[src/tcdl_defines.vh]
// constants shared by the twelve-channel serial code loader
`ifndef TCDL_DEFINES_VH
`define TCDL_DEFINES_VH

// ----------------------------------------------------------------
// word format
// ----------------------------------------------------------------
`define TCDL_WORD_BITS      12
`define TCDL_ADDR_MSB       11
`define TCDL_ADDR_LSB       8
`define TCDL_CODE_MSB       7
`define TCDL_CODE_LSB       0
`define TCDL_CNT_BITS       4

// ----------------------------------------------------------------
// channels
// ----------------------------------------------------------------
`define TCDL_NUM_CH         12
`define TCDL_LAST_ADDR      4'hB
`define TCDL_MIDSCALE       8'h80
`define TCDL_CODE_SPAN      256

// ----------------------------------------------------------------
// timing
// ----------------------------------------------------------------
`define TCDL_CLK_PERIOD_NS      10
`define TCDL_SCLK_MIN_PERIOD_NS 30
`define TCDL_SCLK_MIN_PERIOD_CYC \
    ((`TCDL_SCLK_MIN_PERIOD_NS + `TCDL_CLK_PERIOD_NS - 1) / `TCDL_CLK_PERIOD_NS)

`endif

[src/tcdl_sync.v]
// three-stage input synchroniser with agreement filter
`timescale 1ns/1ps

module tcdl_sync (
    input  wire clk_i,
    input  wire rst_i,
    input  wire rst_val_i,
    input  wire async_i,
    output reg  level_o
);

    reg meta_reg;
    reg s2_reg;
    reg s3_reg;

    // ----------------------------------------------------------------
    // sampling chain
    // ----------------------------------------------------------------
    // meta_reg feeds only s2_reg; filtering looks at stages two and three
    always @(posedge clk_i) begin
        meta_reg <= async_i;
        s2_reg   <= meta_reg;
        s3_reg   <= s2_reg;
    end

    always @(posedge clk_i) begin
        if (rst_i) begin
            level_o <= rst_val_i;
        end else if (s2_reg == s3_reg) begin
            level_o <= s3_reg;
        end
    end

endmodule

[src/tcdl_shifter.v]
// twelve-bit serial input register with saturating bit count
`timescale 1ns/1ps
`include "tcdl_defines.vh"

module tcdl_shifter (
    input  wire                        clk_i,
    input  wire                        rst_i,
    input  wire                        clear_i,
    input  wire                        shift_i,
    input  wire                        bit_i,
    output wire [`TCDL_WORD_BITS-1:0]  word_next_o,
    output wire                        full_next_o
);

    reg  [`TCDL_WORD_BITS-1:0] word_reg;
    reg  [`TCDL_CNT_BITS-1:0]  count_reg;
    wire [`TCDL_CNT_BITS-1:0]  count_next;

    // older bits fall off the top, so only the last twelve survive
    assign word_next_o = shift_i ? {word_reg[`TCDL_WORD_BITS-2:0], bit_i} : word_reg;
    assign count_next  = clear_i ? {`TCDL_CNT_BITS{1'b0}} :
                         (shift_i && count_reg != `TCDL_WORD_BITS) ?
                         count_reg + 4'h1 : count_reg;
    assign full_next_o = (count_next == `TCDL_WORD_BITS);

    always @(posedge clk_i) begin
        if (rst_i) begin
            word_reg  <= {`TCDL_WORD_BITS{1'b0}};
            count_reg <= {`TCDL_CNT_BITS{1'b0}};
        end else begin
            word_reg  <= word_next_o;
            count_reg <= count_next;
        end
    end

endmodule

[src/tcdl_loader.v]
// twelve-channel serial code loader: link sampling, decode and code registers
`timescale 1ns/1ps
`include "tcdl_defines.vh"

// Notes on behaviour
// one update is carried by a twelve-bit word shifted in while select is low.
// four address bits first, then eight code bits, each most significant first.
// channel number equals binary address plus one, channels one to twelve.
// the low eight bits of the word become the selected channel code.
// select low: each serial clock rise shifts one data bit; high: no effect.
// host holds serial clock high while raising select.
// at select rise only the last twelve shifted bits are kept.
// select rise enables the decoder, loading exactly one channel register.
// channels update one per word, in any order.
// serial load path accepts serial clock rates up to 33 MHz; here two-cycle half periods limit it to 25 MHz.
// active-low preset sets every channel code to midscale 128.
// preset acts independent of the serial clock and loads 80 hex.
// while power-down is asserted all channel codes are retained; here preset still loads midscale during power-down.
// during power-down all twelve channel outputs are open circuit.
// on power-down release each output returns to its retained code.
// output level is code over 256 of reference span plus low reference.
// address values 1100 to 1111 leave every channel code unchanged.
module tcdl_loader (
    input  wire                        CLK_I,
    input  wire                        RESET_I,
    input  wire                        SCLK_I,
    input  wire                        SELECT_N_I,
    input  wire                        SERIAL_DATA_IN_I,
    input  wire                        MIDSCALE_PRESET_N_I,
    input  wire                        POWER_DOWN_N_I,
    output wire [8*`TCDL_NUM_CH-1:0]   CHANNEL_CODE_O,
    output reg  [`TCDL_NUM_CH-1:0]     CHANNEL_OE_N_O,
    output reg                         UPDATE_O,
    output reg  [3:0]                  UPDATE_ADDR_O,
    output reg                         WORD_DROPPED_O,
    output reg                         BUSY_O
);

    // ----------------------------------------------------------------
    // decode helpers
    // ----------------------------------------------------------------
    // address to one-hot channel enable; out-of-range gives all zero
    function [`TCDL_NUM_CH-1:0] addr_onehot;
        input [3:0] addr;
        integer k;
        begin
            addr_onehot = {`TCDL_NUM_CH{1'b0}};
            for (k = 0; k < `TCDL_NUM_CH; k = k + 1) begin
                if (addr == k[3:0]) begin
                    addr_onehot[k] = 1'b1;
                end
            end
        end
    endfunction

    function addr_valid;
        input [3:0] addr;
        begin
            addr_valid = (addr <= `TCDL_LAST_ADDR);
        end
    endfunction

    // level tests: the rise test serves the link clock and the select line, the fall test the select line only
    function level_rose;
        input cur;
        input prev;
        begin
            level_rose = cur & ~prev;
        end
    endfunction

    function level_fell;
        input cur;
        input prev;
        begin
            level_fell = ~cur & prev;
        end
    endfunction

    // ----------------------------------------------------------------
    // pin sampling
    // ----------------------------------------------------------------
    // the link clock is only sampled, so its highest usable rate is bounded
    // by this clock: each half period must last at least two cycles here
    wire sclk_lvl;
    wire sel_n_lvl;
    wire sdi_lvl;
    wire preset_n_lvl;
    wire pwr_n_lvl;

    tcdl_sync u_sync_sclk (
        .clk_i     (CLK_I),
        .rst_i     (RESET_I),
        .rst_val_i (1'b1),
        .async_i   (SCLK_I),
        .level_o   (sclk_lvl)
    );

    tcdl_sync u_sync_sel (
        .clk_i     (CLK_I),
        .rst_i     (RESET_I),
        .rst_val_i (1'b1),
        .async_i   (SELECT_N_I),
        .level_o   (sel_n_lvl)
    );

    tcdl_sync u_sync_sdi (
        .clk_i     (CLK_I),
        .rst_i     (RESET_I),
        .rst_val_i (1'b0),
        .async_i   (SERIAL_DATA_IN_I),
        .level_o   (sdi_lvl)
    );

    tcdl_sync u_sync_preset (
        .clk_i     (CLK_I),
        .rst_i     (RESET_I),
        .rst_val_i (1'b1),
        .async_i   (MIDSCALE_PRESET_N_I),
        .level_o   (preset_n_lvl)
    );

    tcdl_sync u_sync_pwr (
        .clk_i     (CLK_I),
        .rst_i     (RESET_I),
        .rst_val_i (1'b1),
        .async_i   (POWER_DOWN_N_I),
        .level_o   (pwr_n_lvl)
    );

    // ----------------------------------------------------------------
    // edge detection
    // ----------------------------------------------------------------
    // synchronisers and previous-level flops both reset to the idle levels
    // so that release of reset never fakes a clock or select edge
    localparam FR_UNARMED = 2'b00;
    localparam FR_IDLE    = 2'b01;
    localparam FR_ACTIVE  = 2'b10;

    reg       sclk_prev_reg;
    reg       sel_n_prev_reg;
    reg [1:0] frame_reg;
    reg [1:0] frame_next;

    wire sel_armed;
    wire sclk_rise;
    wire sel_rise;
    wire sel_fall;
    wire sel_active;

    always @(posedge CLK_I) begin
        if (RESET_I) begin
            sclk_prev_reg  <= 1'b1;
            sel_n_prev_reg <= 1'b1;
        end else begin
            sclk_prev_reg  <= sclk_lvl;
            sel_n_prev_reg <= sel_n_lvl;
        end
    end

    // a frame counts once select reads high on two samples, which the reset values of both flops already give, so this arms on the first cycle after reset;
    // a host caught mid-frame at reset release then shows a select fall, and its short word is dropped for want of twelve bits
    always @* begin
        frame_next = frame_reg;
        case (frame_reg)
            FR_UNARMED: begin
                if (sel_n_lvl && sel_n_prev_reg) begin
                    frame_next = FR_IDLE;
                end
            end
            FR_IDLE: begin
                if (!sel_n_lvl) begin
                    frame_next = FR_ACTIVE;
                end
            end
            FR_ACTIVE: begin
                if (sel_n_lvl) begin
                    frame_next = FR_IDLE;
                end
            end
            default: begin
                frame_next = FR_UNARMED;
            end
        endcase
    end

    always @(posedge CLK_I) begin
        if (RESET_I) begin
            frame_reg <= FR_UNARMED;
        end else begin
            frame_reg <= frame_next;
        end
    end

    assign sel_armed  = (frame_reg != FR_UNARMED);
    assign sclk_rise  = level_rose(sclk_lvl, sclk_prev_reg);
    assign sel_fall   = sel_armed & level_fell(sel_n_lvl, sel_n_prev_reg);
    assign sel_rise   = sel_armed & level_rose(sel_n_lvl, sel_n_prev_reg);
    assign sel_active = (frame_reg == FR_ACTIVE);

    // ----------------------------------------------------------------
    // serial input register
    // ----------------------------------------------------------------
    // a clock rise in the cycle select is seen rising still counts, since
    // the previous select level was low; with the host keeping the clock
    // high at that moment this case does not arise in practice
    wire                       do_shift;
    wire [`TCDL_WORD_BITS-1:0] word_next;
    wire                       full_next;

    assign do_shift = sclk_rise & sel_active;

    tcdl_shifter u_shifter (
        .clk_i       (CLK_I),
        .rst_i       (RESET_I),
        .clear_i     (sel_fall),
        .shift_i     (do_shift),
        .bit_i       (sdi_lvl),
        .word_next_o (word_next),
        .full_next_o (full_next)
    );

    // ----------------------------------------------------------------
    // word decode
    // ----------------------------------------------------------------
    wire [3:0]              word_addr;
    wire [7:0]              word_code;
    wire [`TCDL_NUM_CH-1:0] load_en;
    wire                    word_ok;

    // first four bits received sit at the top, the code at the bottom
    assign word_addr = word_next[`TCDL_ADDR_MSB:`TCDL_ADDR_LSB];
    assign word_code = word_next[`TCDL_CODE_MSB:`TCDL_CODE_LSB];

    // a short frame carries no complete word and is dropped
    assign word_ok = sel_rise & full_next & addr_valid(word_addr)
                     & pwr_n_lvl & preset_n_lvl;

    // binary address k drives channel k+1, stored at array index k
    assign load_en = word_ok ? addr_onehot(word_addr) :
                     {`TCDL_NUM_CH{1'b0}};

    // ----------------------------------------------------------------
    // channel code registers
    // ----------------------------------------------------------------
    // preset is level sensitive and needs no serial clock; it outranks a
    // word landing in the same cycle and also acts during power-down
    reg [7:0] code_reg [0:`TCDL_NUM_CH-1];

    genvar g;
    generate
        for (g = 0; g < `TCDL_NUM_CH; g = g + 1) begin : g_ch
            always @(posedge CLK_I) begin
                if (RESET_I) begin
                    code_reg[g] <= `TCDL_MIDSCALE;
                end else if (!preset_n_lvl) begin
                    code_reg[g] <= `TCDL_MIDSCALE;
                end else if (load_en[g]) begin
                    code_reg[g] <= word_code;
                end
            end

            // the analog stage scales each code by span/256 over the low
            // reference; this logic delivers only the code
            assign CHANNEL_CODE_O[8*g+7:8*g] = code_reg[g];
        end
    endgenerate

    // ----------------------------------------------------------------
    // output drive control
    // ----------------------------------------------------------------
    // codes are never touched by power-down, so release simply re-enables
    // the drivers onto the retained levels
    always @(posedge CLK_I) begin
        if (RESET_I) begin
            CHANNEL_OE_N_O <= {`TCDL_NUM_CH{1'b0}};
        end else if (!pwr_n_lvl) begin
            CHANNEL_OE_N_O <= {`TCDL_NUM_CH{1'b1}};
        end else begin
            CHANNEL_OE_N_O <= {`TCDL_NUM_CH{1'b0}};
        end
    end

    // ----------------------------------------------------------------
    // status
    // ----------------------------------------------------------------
    reg       update_next;
    reg [3:0] update_addr_next;
    reg       dropped_next;

    always @* begin
        update_next      = 1'b0;
        update_addr_next = UPDATE_ADDR_O;
        dropped_next     = 1'b0;
        if (word_ok) begin
            update_next      = 1'b1;
            update_addr_next = word_addr;
        end else if (sel_rise) begin
            dropped_next     = 1'b1;
        end
    end

    always @(posedge CLK_I) begin
        if (RESET_I) begin
            UPDATE_O       <= 1'b0;
            UPDATE_ADDR_O  <= 4'h0;
            WORD_DROPPED_O <= 1'b0;
            BUSY_O         <= 1'b0;
        end else begin
            UPDATE_O       <= update_next;
            UPDATE_ADDR_O  <= update_addr_next;
            WORD_DROPPED_O <= dropped_next;
            BUSY_O         <= (frame_next == FR_ACTIVE);
        end
    end

endmodule

[config.mk]
export PLATFORM = sky130hd
export DESIGN_NAME = tcdl_loader
export DESIGN_NICKNAME = d
export VERILOG_FILES = /design/src/tcdl_sync.v /design/src/tcdl_shifter.v /design/src/tcdl_loader.v
export VERILOG_INCLUDE_DIRS = /design/src /design/src/src
export SDC_FILE = /design/constraint.sdc
export NUM_CORES = 1
export LEC_CHECK = 0
export ABC_AREA = 1
export CAP_MARGIN = 20
export CORE_MARGIN = 2
export CORE_UTILIZATION = 39
export DETAILED_ROUTE_END_ITERATION = 7
export DONT_BUFFER_PORTS = 1
export GPL_TIMING_DRIVEN = 1
export SLEW_MARGIN = 20
export SYNTH_ARGS = -nofsm -noshare
export SYNTH_HDL_FRONTEND = slang
export SYNTH_SLANG_ARGS = --single-unit
[constraint.sdc]
create_clock -name CLK_I -period 3.4 [get_ports CLK_I]
set_input_delay 0.51 -clock CLK_I [delete_from_list [all_inputs] [get_ports CLK_I]]
set_output_delay 0.51 -clock CLK_I [all_outputs]
set_load 0.01 [all_outputs]
## After elaboration in Yosys (flattened, before gate mapping)

Memory sizes are Yosys's and may differ from the RTL's.
Cells that the tools add are included.
W data, S select, Z words.

- Bits in registers: 59
- Latch bits: 0
- RAM bits: 96
- Bits in read-only memories: 0
- Input port bits: 7
- Output and inout bits: 115
- Word-level logic and storage cells: 197
- Memories kept: 1

- $add $sub $neg: 1
- $mul: 0
- Divide/modulo/power cells: 0
- Magnitude comparators: 1
- Eq/ne operators: 21
- Shifts and indexed selects: 0
- Muxes and demuxes: 100
- Bitwise operators: 37
- Reduce and logical (&&, ||, !) cells: 6

Memories:

| name | depth | bits a word | rd ports | clocked after Yosys merged registers in | wr ports | line | text |
|---|---|---|---|---|---|---|---|
| code_reg | 12 | 8 | 12 | 0 | 12 | tcdl_loader.v:248 | `` reg [7:0] code_reg [0:`TCDL_NUM_CH-1]; `` |

Operators with widths:

| kind | count |
|---|---|
| $mux W8 | 24 |
| $mux W1 | 67 |
| $mux W12 | 3 |
| $or A1 B1 Y1 | 24 |
| $eq A4 B4 Y1 const B | 5 |
| $eq A4 B3 Y1 const B | 4 |
| $and A1 B1 Y1 | 10 |
| $eq A4 B2 Y1 const B | 2 |
| $mux W4 | 2 |
| $mux W2 | 3 |
| $pmux W2 S3 | 1 |
| $eq A1 B1 Y1 | 5 |
| $add A4 B1 Y4 const B | 1 |
| $eq A2 B2 Y1 const B | 2 |
| $eq A4 B1 Y1 const B | 1 |
| $le A4 B4 Y1 const B | 1 |
| $logic_not A4 Y1 | 1 |
| $ne A4 B4 Y1 const B | 1 |
| $not A1 Y1 | 3 |
| $eq A2 B1 Y1 const B | 1 |
| $logic_and A1 B1 Y1 | 2 |
| $logic_not A2 Y1 | 1 |
| $reduce_bool A2 Y1 | 1 |
| $reduce_or A2 Y1 | 1 |

## Depth between registers and ports, before layout

- Depth in word-level cells: 17
- Mapped depth: 14
- Gate-level depth less buffers: 13

## Cells and area by module

Synthesis repeated with hierarchy kept, for this count alone.

- Cells, all modules: 489
- Area total of the unflattened synthesis: 5531.6 um2

By module, submodules not included:

| module | times used | cells each | area each (um2) | seq. area each (um2) |
|---|---|---|---|---|
| tcdl_loader | 1 | 326 | 4192.8 | 3123.0 |
| tcdl_shifter | 1 | 103 | 725.7 | 320.3 |
| tcdl_sync | 5 | 12 | 122.6 | 90.1 |

## Worst setup path before layout

No wires, ideal clock.

- Path kind: flip-flop to flip-flop
- Start: register u_shifter.count_reg[0]
- End: memory code_reg[5][2], in the netlist code_reg[1][10] (enable)
- Setup time: 0.329 ns
- Arrival: 1.831 ns
- Required time: 3.071 ns
- Slack: 1.240 ns
- Stages on the path, launching flop included: 13
- Buffers on the path: 1
- Clock period less this slack: 2.160 ns
- Path through: dfxtp_1 inv_1 ha_1 nand3_1 nand3_2 nand2_1 nand2_1 inv_1 nand2_1 nor2_2 buf_6 nand4_4 nand2_1

RTL lines:

| element | line | text |
|---|---|---|
| from (decl) | tcdl_shifter.v:16 | `` reg [`TCDL_CNT_BITS-1:0] count_reg; `` |
| from (signal assigned) | tcdl_shifter.v:29 | `` count_reg <= {`TCDL_CNT_BITS{1'b0}}; `` |
| from (signal assigned) | tcdl_shifter.v:32 | `count_reg <= count_next;` |
| to (decl) | tcdl_loader.v:248 |  |

==> metrics.csv <==
stage,metric,value,unit
timing,"Setup violations, final",0,
worst_hold_path,Hold Path Cell Cnt,0,
worst_hold_path,Worst Hold Class,input pin to flip-flop,
critical_path,worst r2r path cells,12,
placed_design,placed inst area,0.00561,mm2
cells_and_area,non-filler instance count after layout,655,
cells_and_area,Ant. Diodes,0,
timing,clock skew,0.00421,ns
critical_path,Worst EP required,3.50,ns
critical_path,Setup CP Type,flip-flop to flip-flop,
route,met1 WL,4.84,mm
floorplanning,Std-Cell Core Area,0.0138,mm2
route,WL met2,5.99,mm
critical_path,r2r setup slk,0.76,ns
clock_tree,"Clk pin slew, worst setup/hold paths",0.06,ns
placed_design,HPWL Detailed,8.12,mm
cells_and_area,Filler cells,1288,
critical_path,most used cell along the critical path,nand2_1,
pwr,Max IR drop VDD,0.209,mV
clock_tree,CTS Hold Bufs,0,
synthesis,Synth Instances,462,
run_status,status,"finished, final reports clean",
clock_tree,root buf cell,clkbuf_16,
floorplanning,Top Ports,122,
cells_and_area,Area Overhead vs Synth,13.2,%
grt,initial antenna violation count,0,
clock_tree,"Clk Latency, worst-skew pair",0.42,ns
clock_tree,number of setup buffers added after CTS,0,
placed_design,Setup WS pre-CTS,0.783,ns
clock_tree,clock sink count,144,
synthesis,syn avg cell area,11.8,um2
route,DR WL/cell,18.0,um
timing,Final period util,77.5,%
cells_and_area,fin area,0.00618,mm2
cells_and_area,max reg flops,96,
cells_and_area,"most common cell after layout, fill and taps aside",nor2_1,
critical_path,worst-path cell chain,inv_1 -> ha_1 -> nand3_1 -> nand3_2 -> nand2_1 -> nand2_1 -> inv_1 -> nand2_1 -> nor2_2 -> buf_4 -> nand4_1 -> nand2_1,
floorplanning,Initial Util,39.7,%
cells_and_area,share of cells above drive strength 1,14.1,%
synthesis,mapped cell area,0.00546,mm2
route,Vias,3322,
route,# DRC,0,
timing,minimum clock period,2.64,ns
route,highest routed layer,met4,
critical_path,Critical Path End,code_reg[2][21],
clock_tree,Clock Tree Buf Depth,2,
critical_path,Crit. End Element,flip-flop,
grt,vias in the first global route,3217,
floorplanning,Die Y,122,um
critical_path,Reg2Reg Launch Point,u_shifter.count_reg[0],
cells_and_area,Nets,472,
flow_run,total of max-cap violations,0,
critical_path,WP data arrival,2.73,ns
synthesis,"FF+latch count, synth",144,
route,DRT iter0 DRCs,268,
cells_and_area,most frequent cells in the layout,"120 x nor2_1, 96 x edfxtp_1, 61 x nand2_1, 47 x dfxtp_1, 26 x inv_1",
critical_path,slowest cell delay on critical path,0.39,ns
route,metal3 WL,698,um
clock_tree,CTS tree,yes,
route,vias per cell,5.07,
critical_path,FF-to-FF End,code_reg[2][21],
synthesis,sequential element share of the synthesized area,70.4,%
clock_tree,CTS Buf Count,17,
grt,Total GRT Usage,16.4,%
route,final WL,11.8,mm
route,DRT Pass-1 Iters,4,
timing,Peak Freq,379,MHz
timing,slew margin rel.,28.5,%
synthesis,synth unique cells,31,
critical_path,Worst Setup SP,u_shifter.count_reg[0],
grt,largest net degree at the start of global routing,30,
timing,fin worst setup slack,0.765,ns
synthesis,Syn. warnings,0,
timing,WHS,0.106,ns
grt,GRT Residual Overflow,0,
floorplanning,row count,43,
placed_design,Cells after DPL,624,
timing,"Hold Vio Cnt, Final",0,
critical_path,CP max FO,13,
floorplanning,Die ar.,0.0150,mm2
synthesis,syn nets,471,
pwr,LEAKAGE,2.29,nW
timing,Max Transition Viols Final,0,
timing,RSZ-0062 raised after global routing,false,
placed_design,gpl congestion,0.815,
critical_path,crit start category,flip-flop,
timing,Worst-Margin Slew,1.05,ns
clock_tree,total number of H-tree levels,4,
clock_tree,# resized after CTS,0,
critical_path,critical path's slowest cell,dfxtp_1,
route,post-route ant nets,0,
timing,TNS Setup,0,ns
placed_design,I/O Buffers,0,
pwr,power density over the cells,631,mW/mm2
grt,first-pass GRT wire length,17.7,mm
floorplanning,chip width,122,um
[stage by stage]
step	power, mW	utilization (%)
after floorplan	2.09	-
after global placement	2.10	40.7
after detailed placement	2.11	40.7
after CTS	3.93	44.9
after global routing	4.01	44.9
final	3.90	44.9
[how the worst min path moves through the flow]
stage	to	slack, ns	from
CTS	u_sync_sel.meta_reg	0.09	SELECT_N_I
global route	u_sync_sclk.meta_reg	0.09	SCLK_I
floorplan	u_sync_preset.s2_reg	0.31	u_sync_preset.meta_reg
global placement	u_sync_sel.s2_reg	0.31	u_sync_sel.meta_reg
detailed placement	u_sync_preset.s2_reg	0.31	u_sync_preset.meta_reg
finish	u_sync_sel.meta_reg	0.11	SELECT_N_I
[cells by family (layout without fill, tap and decap cells)]
group	Yosys count	after routing	synth area share, %
buffers and inverters	59	72	5.20
adder cells (fa/ha/maj)	4	4	0.825
flip-flops	144	144	70.4
XOR/XNOR	1	1	0.160
AND/OR/NAND/NOR	234	234	21.2
multiplexers	2	2	0.367
AO/OA/AOI/OAI	18	18	1.90
[area by class of cell]
type,count,area (um2),share of cell area [%]
flip-flops and latches,144,3840,62.2
clock buffers,18,429,6.94
inverters,29,109,1.76
repair buffers,12,90.1,1.46
clock inverters,13,146,2.37
multi-input cells,259,1340,21.6
well taps,180,225,3.64
[Yosys cell counts]
cell type,n,area [um2]
nand3_1,14,70.1
nor2_2,3,18.8
nand4_2,2,25.0
dfxtp_1,48,961
nor4_1,2,12.5
clkbuf_1,13,48.8
nand2_4,1,11.3
buf_6,2,22.5
nand4_1,15,93.8
inv_1,26,97.6
maj3_1,2,20.0
nand3_2,1,10.0
o211ai_1,1,7.51
nor3_1,3,15.0
a2111oi_0,1,8.76
o21ai_2,2,17.5
or2_2,1,6.26
mux2i_1,2,20.0
nor2_4,2,22.5
ha_1,2,25.0
buf_1,1,3.75
nor2_1,120,450
a21oi_1,4,20.0
xnor2_1,1,8.76
nand4_4,9,191
buf_4,12,90.1
inv_2,3,11.3
nand2_1,61,229
o21ai_0,10,50.1
buf_2,2,10.0
edfxtp_1,96,2880
[report_power, final]
part	total [mW]	leakage (nW)	switching [mW]	internal [mW]
Combinational	0.0693	0.652	0.0560	0.0133
Sequential	2.00	1.36	0.0638	1.94
Clock	1.83	0.279	0.695	1.13
[routing by layer]
metal  GRT usage, %  up-vias
met3           5.86       21
met5              0        -
met1           18.5     1623
li1               -     1555
met2           27.7      123
met4           7.69        0
[critical path, delay by kind of cell, from the launching register on]
kind                       cells  cell delay (ns)
buffers and inverters          3             0.44
DFF                            1             0.39
adders and majority gates      1             0.20
and+or+nand+nor                8             1.25
No activity file was read; power rests on OpenSTA's default activity.
